### src/core/lsp_consts.vh
`ifndef LSP_CONSTS_VH
`define LSP_CONSTS_VH
`define LSP_IDX_MAINT 8'h71
`define LSP_IDX_CFG 8'h76
`define LSP_IDX_SAFE 8'h78
`define LSP_IDX_RETRY 8'h7a
`define LSP_IDX_STATUS 8'h7c
`define LSP_RST_CFG 16'h0001
`define LSP_RST_SAFE 32'h00000000
`define LSP_RST_RETRY 16'h0000
`define LSP_CMD_RESET 16'hfffa
`define LSP_CMD_FACTORY 16'hfffb
`define LSP_CMD_USER 16'hfffc
`define LSP_LOSS_LSB 0
`define LSP_PWR_LSB 2
`define LSP_WAIT1_S 16'h000f
`define LSP_WAIT2_S 16'h001e
`define LSP_WAIT3_S 16'h003c
`define LSP_CLK_HZ 50000000
`endif

### src/core/lsp_ctrl.v
// Design decision made here: the Avalon-MM interface to the registers.
`timescale 1ns/1ns
`include "lsp_consts.vh"
module lsp_ctrl #(
    parameter CLK_PER_SEC = `LSP_CLK_HZ // cycles per second tick
) (
    input wire clock, // system clock
    input wire rst_b, // async reset, active low
    input wire [9:0] avs_address, // byte address
    input wire avs_read, // read request
    input wire avs_write, // write request
    input wire [31:0] avs_writedata, // write data
    input wire [3:0] avs_byteenable, // byte lanes
    output reg [31:0] avs_readdata, // read data
    output wire avs_waitrequest, // stall
    input wire link_up, // connection established level
    input wire [15:0] ctrl_word, // cyclic control word
    input wire [31:0] host_target, // host target position
    input wire host_run, // host run request pulse
    input wire run_done, // motion finished ok pulse
    input wire run_fail, // motion failed pulse
    input wire [15:0] mid_position, // middle of range (low bits)
    output reg [31:0] motion_target, // target handed to motion
    output reg motion_start, // start pulse
    output reg motion_abort, // abort pulse
    output reg sys_reset_req, // full reset request pulse
    output reg factory_load, // load factory values pulse
    output reg user_load, // reload saved values pulse
    output reg nv_store, // store to nonvolatile pulse
    output reg keep_net_addr // address params protected
);
    // the sequencer owns the motion interface; every output pulse is
    // registered, so the motion side never sees a combinational glitch
    // state codes
    localparam ST_IDLE = 3'd0;
    localparam ST_HOST = 3'd1;
    localparam ST_MID = 3'd2;
    localparam ST_SAFE = 3'd3;
    localparam ST_WAITR = 3'd4;
    reg [2:0] state_reg; // current mode
    reg [15:0] cfg_reg; // timeout configuration
    reg [31:0] safe_reg; // safe target position
    reg [15:0] retry_reg; // retry seconds
    reg [15:0] maint_reg; // last maintenance value
    reg [31:0] div_reg; // cycle divider
    reg sec_tick; // one second enable
    reg [15:0] sec_reg; // second counter
    reg was_up_reg; // link ever established
    reg link_d_reg; // link level last cycle
    reg pwr_done_reg; // power-up wait finished
    reg [15:0] ctrl_d_reg; // control word at centering start
    reg ack_reg; // bus answer phase
    wire [7:0] idx = avs_address[9:2]; // word index
    // a write lands only at the edge where waitrequest is seen low, so a
    // master that gives up early never leaves half a command behind
    wire wr = avs_write & ack_reg; // one write per request
    wire [1:0] loss_code = cfg_reg[`LSP_LOSS_LSB+1:`LSP_LOSS_LSB]; // loss reaction
    wire [1:0] pwr_code = cfg_reg[`LSP_PWR_LSB+1:`LSP_PWR_LSB]; // power-up code
    wire link_lost = link_d_reg & ~link_up & was_up_reg; // loss event
    reg [15:0] pwr_wait; // seconds to wait at power-up

    // one wait state per access keeps answers registered
    assign avs_waitrequest = (avs_read | avs_write) & ~ack_reg;

    // codes other than one to three leave the wait at zero, but the
    // sequencer also tests the code itself, so zero never starts a run
    // power-up wait selection
    always @*
    begin
        case (pwr_code)
            2'd1: pwr_wait = `LSP_WAIT1_S;
            2'd2: pwr_wait = `LSP_WAIT2_S;
            2'd3: pwr_wait = `LSP_WAIT3_S;
            default: pwr_wait = 16'h0000;
        endcase
    end

    // a single free-running divider serves both the power-up wait and the
    // retry interval; timing is therefore only good to one second
    // second tick divider
    always @(posedge clock or negedge rst_b)
    begin
        if (!rst_b)
        begin
            div_reg <= 32'h00000000;
            sec_tick <= 1'b0;
        end
        else if (div_reg == CLK_PER_SEC - 1)
        begin
            div_reg <= 32'h00000000;
            sec_tick <= 1'b1;
        end
        else
        begin
            div_reg <= div_reg + 32'h00000001;
            sec_tick <= 1'b0;
        end
    end

    // bus answer and readback
    always @(posedge clock or negedge rst_b)
    begin
        if (!rst_b)
        begin
            ack_reg <= 1'b0;
            avs_readdata <= 32'h00000000;
        end
        else
        begin
            ack_reg <= (avs_read | avs_write) & ~ack_reg;
            if (avs_read & ~ack_reg)
            begin
                case (idx)
                    `LSP_IDX_MAINT: avs_readdata <= {16'h0000, maint_reg};
                    `LSP_IDX_CFG: avs_readdata <= {16'h0000, cfg_reg};
                    `LSP_IDX_SAFE: avs_readdata <= safe_reg;
                    `LSP_IDX_RETRY: avs_readdata <= {16'h0000, retry_reg};
                    `LSP_IDX_STATUS: avs_readdata <= {24'h000000, pwr_done_reg,
                        was_up_reg, link_up, 2'b00, state_reg};
                    // unmapped reads as zero
                    default: avs_readdata <= 32'h00000000;
                endcase
            end
        end
    end

    // configuration registers with byte lanes
    always @(posedge clock or negedge rst_b)
    begin
        if (!rst_b)
        begin
            cfg_reg <= `LSP_RST_CFG;
            safe_reg <= `LSP_RST_SAFE;
            retry_reg <= `LSP_RST_RETRY;
        end
        else if (wr)
        begin
            if (idx == `LSP_IDX_CFG)
            begin
                if (avs_byteenable[0]) cfg_reg[7:0] <= avs_writedata[7:0];
                if (avs_byteenable[1]) cfg_reg[15:8] <= avs_writedata[15:8];
            end
            if (idx == `LSP_IDX_SAFE)
            begin
                if (avs_byteenable[0]) safe_reg[7:0] <= avs_writedata[7:0];
                if (avs_byteenable[1]) safe_reg[15:8] <= avs_writedata[15:8];
                if (avs_byteenable[2]) safe_reg[23:16] <= avs_writedata[23:16];
                if (avs_byteenable[3]) safe_reg[31:24] <= avs_writedata[31:24];
            end
            if (idx == `LSP_IDX_RETRY)
            begin
                if (avs_byteenable[0]) retry_reg[7:0] <= avs_writedata[7:0];
                if (avs_byteenable[1]) retry_reg[15:8] <= avs_writedata[15:8];
            end
        end
    end

    // maintenance writes win over link events, and link events over the
    // power-up timer, so one cycle never starts two runs
    // supervisory sequencer
    always @(posedge clock or negedge rst_b)
    begin
        if (!rst_b)
        begin
            state_reg <= ST_IDLE;
            maint_reg <= 16'h0000;
            sec_reg <= 16'h0000;
            was_up_reg <= 1'b0;
            link_d_reg <= 1'b0;
            pwr_done_reg <= 1'b0;
            ctrl_d_reg <= 16'h0000;
            motion_target <= 32'h00000000;
            motion_start <= 1'b0;
            motion_abort <= 1'b0;
            sys_reset_req <= 1'b0;
            factory_load <= 1'b0;
            user_load <= 1'b0;
            nv_store <= 1'b0;
            keep_net_addr <= 1'b0;
        end
        else
        begin
            motion_start <= 1'b0;
            motion_abort <= 1'b0;
            sys_reset_req <= 1'b0;
            factory_load <= 1'b0;
            user_load <= 1'b0;
            nv_store <= 1'b0;
            keep_net_addr <= 1'b0;
            link_d_reg <= link_up;
            if (link_up)
                was_up_reg <= 1'b1;
            if (sec_tick)
                sec_reg <= sec_reg + 16'h0001;
            if (wr && avs_byteenable[0] && idx == `LSP_IDX_MAINT)
            begin
                maint_reg <= avs_writedata[15:0];
                if (avs_writedata[15:0] == `LSP_CMD_RESET)
                    sys_reset_req <= 1'b1;
                if (avs_writedata[15:0] == `LSP_CMD_FACTORY)
                begin
                    factory_load <= 1'b1;
                    nv_store <= 1'b1;
                    keep_net_addr <= 1'b1;
                end
                if (avs_writedata[15:0] == `LSP_CMD_USER)
                    user_load <= 1'b1;
                if (avs_writedata[15:0] == `LSP_CMD_FACTORY ||
                    avs_writedata[15:0] == `LSP_CMD_USER)
                begin
                    state_reg <= ST_MID;
                    ctrl_d_reg <= ctrl_word;
                    motion_target <= {16'h0000, mid_position};
                    motion_start <= 1'b1;
                end
            end
            else if (link_lost && state_reg != ST_MID)
            begin
                if (loss_code == 2'd1)
                begin
                    // abort positioning; code three does nothing
                    motion_abort <= 1'b1;
                    state_reg <= ST_IDLE;
                end
                else if (loss_code == 2'd2)
                begin
                    motion_target <= safe_reg;
                    motion_start <= 1'b1;
                    state_reg <= ST_SAFE;
                end
            end
            else if (!pwr_done_reg && !was_up_reg && pwr_code != 2'd0 &&
                     sec_reg >= pwr_wait)
            begin
                pwr_done_reg <= 1'b1;
                motion_target <= safe_reg;
                motion_start <= 1'b1;
                state_reg <= ST_SAFE;
            end
            else
            begin
                case (state_reg)
                    ST_IDLE:
                    begin
                        if (host_run && link_up)
                        begin
                            motion_target <= host_target;
                            motion_start <= 1'b1;
                            state_reg <= ST_HOST;
                        end
                    end
                    ST_HOST:
                    begin
                        if (run_done || run_fail)
                            state_reg <= ST_IDLE;
                    end
                    ST_MID:
                    begin
                        // only a control word change aborts
                        if (ctrl_word != ctrl_d_reg)
                        begin
                            motion_abort <= 1'b1;
                            state_reg <= ST_IDLE;
                        end
                        // back to idle, old command dropped
                        else if (run_done || run_fail)
                            state_reg <= ST_IDLE;
                    end
                    ST_SAFE:
                    begin
                        if (run_done)
                            state_reg <= ST_IDLE;
                        else if (run_fail)
                        begin
                            sec_reg <= 16'h0000;
                            state_reg <= (retry_reg == 16'h0000) ? ST_IDLE : ST_WAITR;
                        end
                    end
                    ST_WAITR:
                    begin
                        if (sec_reg >= retry_reg)
                        begin
                            motion_target <= safe_reg;
                            motion_start <= 1'b1;
                            state_reg <= ST_SAFE;
                        end
                    end
                    default: state_reg <= ST_IDLE;
                endcase
            end
        end
    end
endmodule

### config.mk
export PLATFORM = sky130hd
export DESIGN_NAME = lsp_ctrl
export DESIGN_NICKNAME = d
export VERILOG_FILES = /design/src/core/lsp_ctrl.v
export VERILOG_INCLUDE_DIRS = /design/src /design/src/core
export SDC_FILE = /design/constraint.sdc
export NUM_CORES = 1
export LEC_CHECK = 0
export BUFFER_PORTS_ARGS = -buffer_cell sky130_fd_sc_hd__clkbuf_2
export CORE_MARGIN = 3
export CORE_UTILIZATION = 40
export DETAILED_ROUTE_END_ITERATION = 12
export PLACE_DENSITY = 0.72
export SLEW_MARGIN = 20
export SYNTH_ARGS = -nofsm -noshare
export SYNTH_HDL_FRONTEND = slang
export SYNTH_SLANG_ARGS = --single-unit
### constraint.sdc
create_clock -name clock -period 2.4 [get_ports clock]
set_input_delay 0.36 -clock clock [delete_from_list [all_inputs] [get_ports clock]]
set_output_delay 0.36 -clock clock [all_outputs]
set_load 0.02 [all_outputs]
==> flow_summary.toml <==
[power_and_ir_drop]
clkPwrFrac_pct = 31.8
ir_drop_uv = 472
seqPwrFrac_pct = 35.5
p_int_mw = 8.82
combPwrFrac_pct = 32.7
switchingPower_mw = 3.98
p_per_area_nw_per_um2 = 871
p_total_mw = 12.8
leakagePower_nw = 7.36
p_sw_share_pct = 31.1

[setup_path]
worstSetupStartpointType = "register"
rr_endpoint = "motion_target[7]"
crit_family = "simple AND/OR/NAND/NOR gates"
path_buf_inv = 2
cp_slowest_cell = "or4b_4"
worstPathCellList = "ha_4, nand2_4, nor3_4, or4b_4, a21oi_4, and3b_2, a22oi_4, buf_12, buf_12, mux2_4"
r2r_cells = 10
regToRegSetupSlack_ps = -560
cp-end-kind = "register"
cp.required_ps = 2800
slowest_delay_ps = 510
arrival_ps = 3360
critPathKind = "register to register"
r2r-start = "sec_reg[11]"
cpMostUsedCell = "buf_12"
cp_max_fo = 7

[place]
gp_congestion = 0.886
port-buffer-count = 187
dp_slack_ps = -522
place_hpwl_mm = 22.9
post_dp_cell_area_um2 = 13000
placedCellCount = 1608

[global_route]
use_met1_pct = 28.9
busiest_layer = "met2"
grt_use_met3_pct = 4.18
grt_pass1_vias = 9195
grt_start_max_net_pins = 52
antenna_found_initial = 1
grt_pass1_wl_mm = 50.1
grt_usage_pct = 21.6
grt_util_met2_pct = 35.7
overflow = 0

[timing]
rsz0062_at_grt = "true"
slew_violations = 0
max_freq_mhz = 338
relSlewSlack_pct = 64.4
skew_ps = 7.76
hold_viol = 0
timing.hold.ws_ps = 77.7
worst_slew_pin_slew_ps = 533
setup_ws_ps = -560
finalSetupTns_ps = -20800
setup_viol = 51
layout_min_cycle_time_ps = 2960
finalCritPeriodShare_pct = 123

[final_layout]
fin_util_pct = 55.6
area_delta_synth_final_pct = 34.9
n_antenna_cell = 0
drive_above_1_share_pct = 40.5
stdcell_area_um2 = 14700
fin_cells = 1672
n_fill_cell = 2223
nets = 1466

[status]
outcome = "finished with violations"
violations = "negative setup slack"

[clock_tree]
cts_tree = "built"
clk_latency_ps = 520
cts_sinks = 221
ctsHtreeMaxLevel = 1
cts_max_path_buffers = 3
ctsRootBufferMaster = "clkbuf_16"
clk_pin_slew_worst_paths_ps = 60
cts_buffers = 25

[run]
maxCapViolCount = 0

[hold_path]
hold_depth = 2
min_to = "safe_reg[25]"
holdCritStartpoint = "avs_writedata[25]"
hp-class = "input pin to register"

[floorplanning]
io_pins = 190
die_w_um = 171
start_util_pct = 41.2
row_count = 59
core_um2 = 26400
die_area_um2 = 29200
die_h_um = 171

[drt]
routed_via_density = 5.40
wl_per_cell_um = 19.7
num_vias = 9027
first_pass_iters = 6
first_iter_violations = 712
postRouteAntennaNets = 0
drc = 0
drt-total-wl_mm = 32.9

[synth]
synth_top_area_share_pct = 50.6
synth_commonest_cells = "220 x dfrtp_1, 147 x nand2_1, 98 x nor2_1"
yosys-top-cells-area = "dfrtp_1 51%, mux2_2 8.4%, nand2_1 5.1%, xor2_1 3.6%, nor2_1 3.4%"
seq_area_frac_synth_pct = 50.8
synth_warnings = 0
synth_edf_count = 0
ys.flop_type = "dfrtp_1"
synth_cell_types = 63
syn-num-nets = 1166
yosysTopAreaCell = "dfrtp_1"
async_flop_share_pct = 100
synth.most_common_cell = "dfrtp_1"
synth-seq-cells = 221
syn_area_um2 = 10900
syn_inst = 1019
synth.avg_cell_area_um2 = 10.7
-- worst register-to-register path: stages (launching register included) --
cell,delay (ps)
dfrtp_1,420
ha_4,300
nand2_4,50
nor3_4,230
or4b_4,510
a21oi_4,170
and3b_2,260
a22oi_4,260
buf_12,170
buf_12,140
mux2_4,310
-- power groups by stage --
stage          combinational (mW)  sequential, mW  clock, mW
4_1_cts                      3.84            4.51       4.15
2_1_floorplan                1.57            4.92          0
3_3_place_gp                 3.20            4.55          0
6_report                     4.18            4.54       4.08
3_5_place_dp                 3.27            4.56          0
5_1_grt                      4.44            4.58       4.29
-- routing by layer --
| layer | part of all wire [%] | up-vias |
|---|---|---|
| li1 | - | 4155 |
| met4 | 3.2 | 2 |
| met3 | 6.4 | 70 |
| met1 | 42 | 4461 |
| met2 | 48 | 339 |
| met5 | 0.039 | - |
-- cell type report --
cell class	instances	area (um2)	area share [%]
tap	335	419	2.85
inverter	26	97.6	0.664
timing repair buffer	318	2190	14.9
sequential	221	5530	37.7
clock inverter	12	186	1.27
clock buffer	33	696	4.74
multi-input combinational	727	5560	37.9
-- cells in the final DEF (no fill, tap or decap), drive strengths merged, types with 3 or more instances in the layout --
master      n
a21o       12
a21oi      48
a221oi      6
a222oi     10
a22oi       7
and2        3
and3       12
and4        5
buf       130
bufinv      4
clkbuf    220
clkinvlp    5
dfrtp     220
ha         29
inv        29
mux2      101
mux2i      34
nand2     147
nand2b      6
nand3      40
nand4      14
nor2       99
nor2b       8
nor3        9
nor4       15
o21ai      28
o41ai       3
or3         4
xnor2      16
xor2       45
-- how the worst max path moves through the flow --
stage / slack [ps] / end / depth (start not counted) / start
CTS: -530 / motion_target[8] / 10 / sec_reg[11]
detailed placement: -520 / motion_target[10] / 9 / sec_reg[11]
floorplan: -210 / motion_target[12] / 9 / sec_reg[11]
finish: -560 / motion_target[7] / 10 / sec_reg[11]
global placement: -530 / motion_target[11] / 9 / sec_reg[11]
global route: -630 / motion_target[16] / 15 / cfg_reg[3]
-- repair_timing --
| action | CTS | global route |
|---|---|---|
| hold buffers | 1 | 0 |
| buffers inserted | 16 | 6 |
| gates resized for setup | 58 | 63 |
| gates cloned | 3 | 1 |
| endpoints found under the setup margin | 51 | 54 |
| pin swaps | 19 | 38 |
| endpoints found under the hold margin | 47 | 0 |
-- logic make-up (layout without fill, tap and decap cells) --
group / after synthesis / in the layout / synth area share [%]
AOI/OAI and AO/OA: 125 / 125 / 7.43
xor gates and xnor gates: 61 / 61 / 4.91
adders and majority gates: 29 / 29 / 3.33
buffers and inverters: 71 / 389 / 3.02
DFF: 221 / 221 / 50.8
muxes: 135 / 135 / 14.3
and+or+nand+nor: 377 / 377 / 16.2
Note: power is estimated with default switching activity, not from simulation.
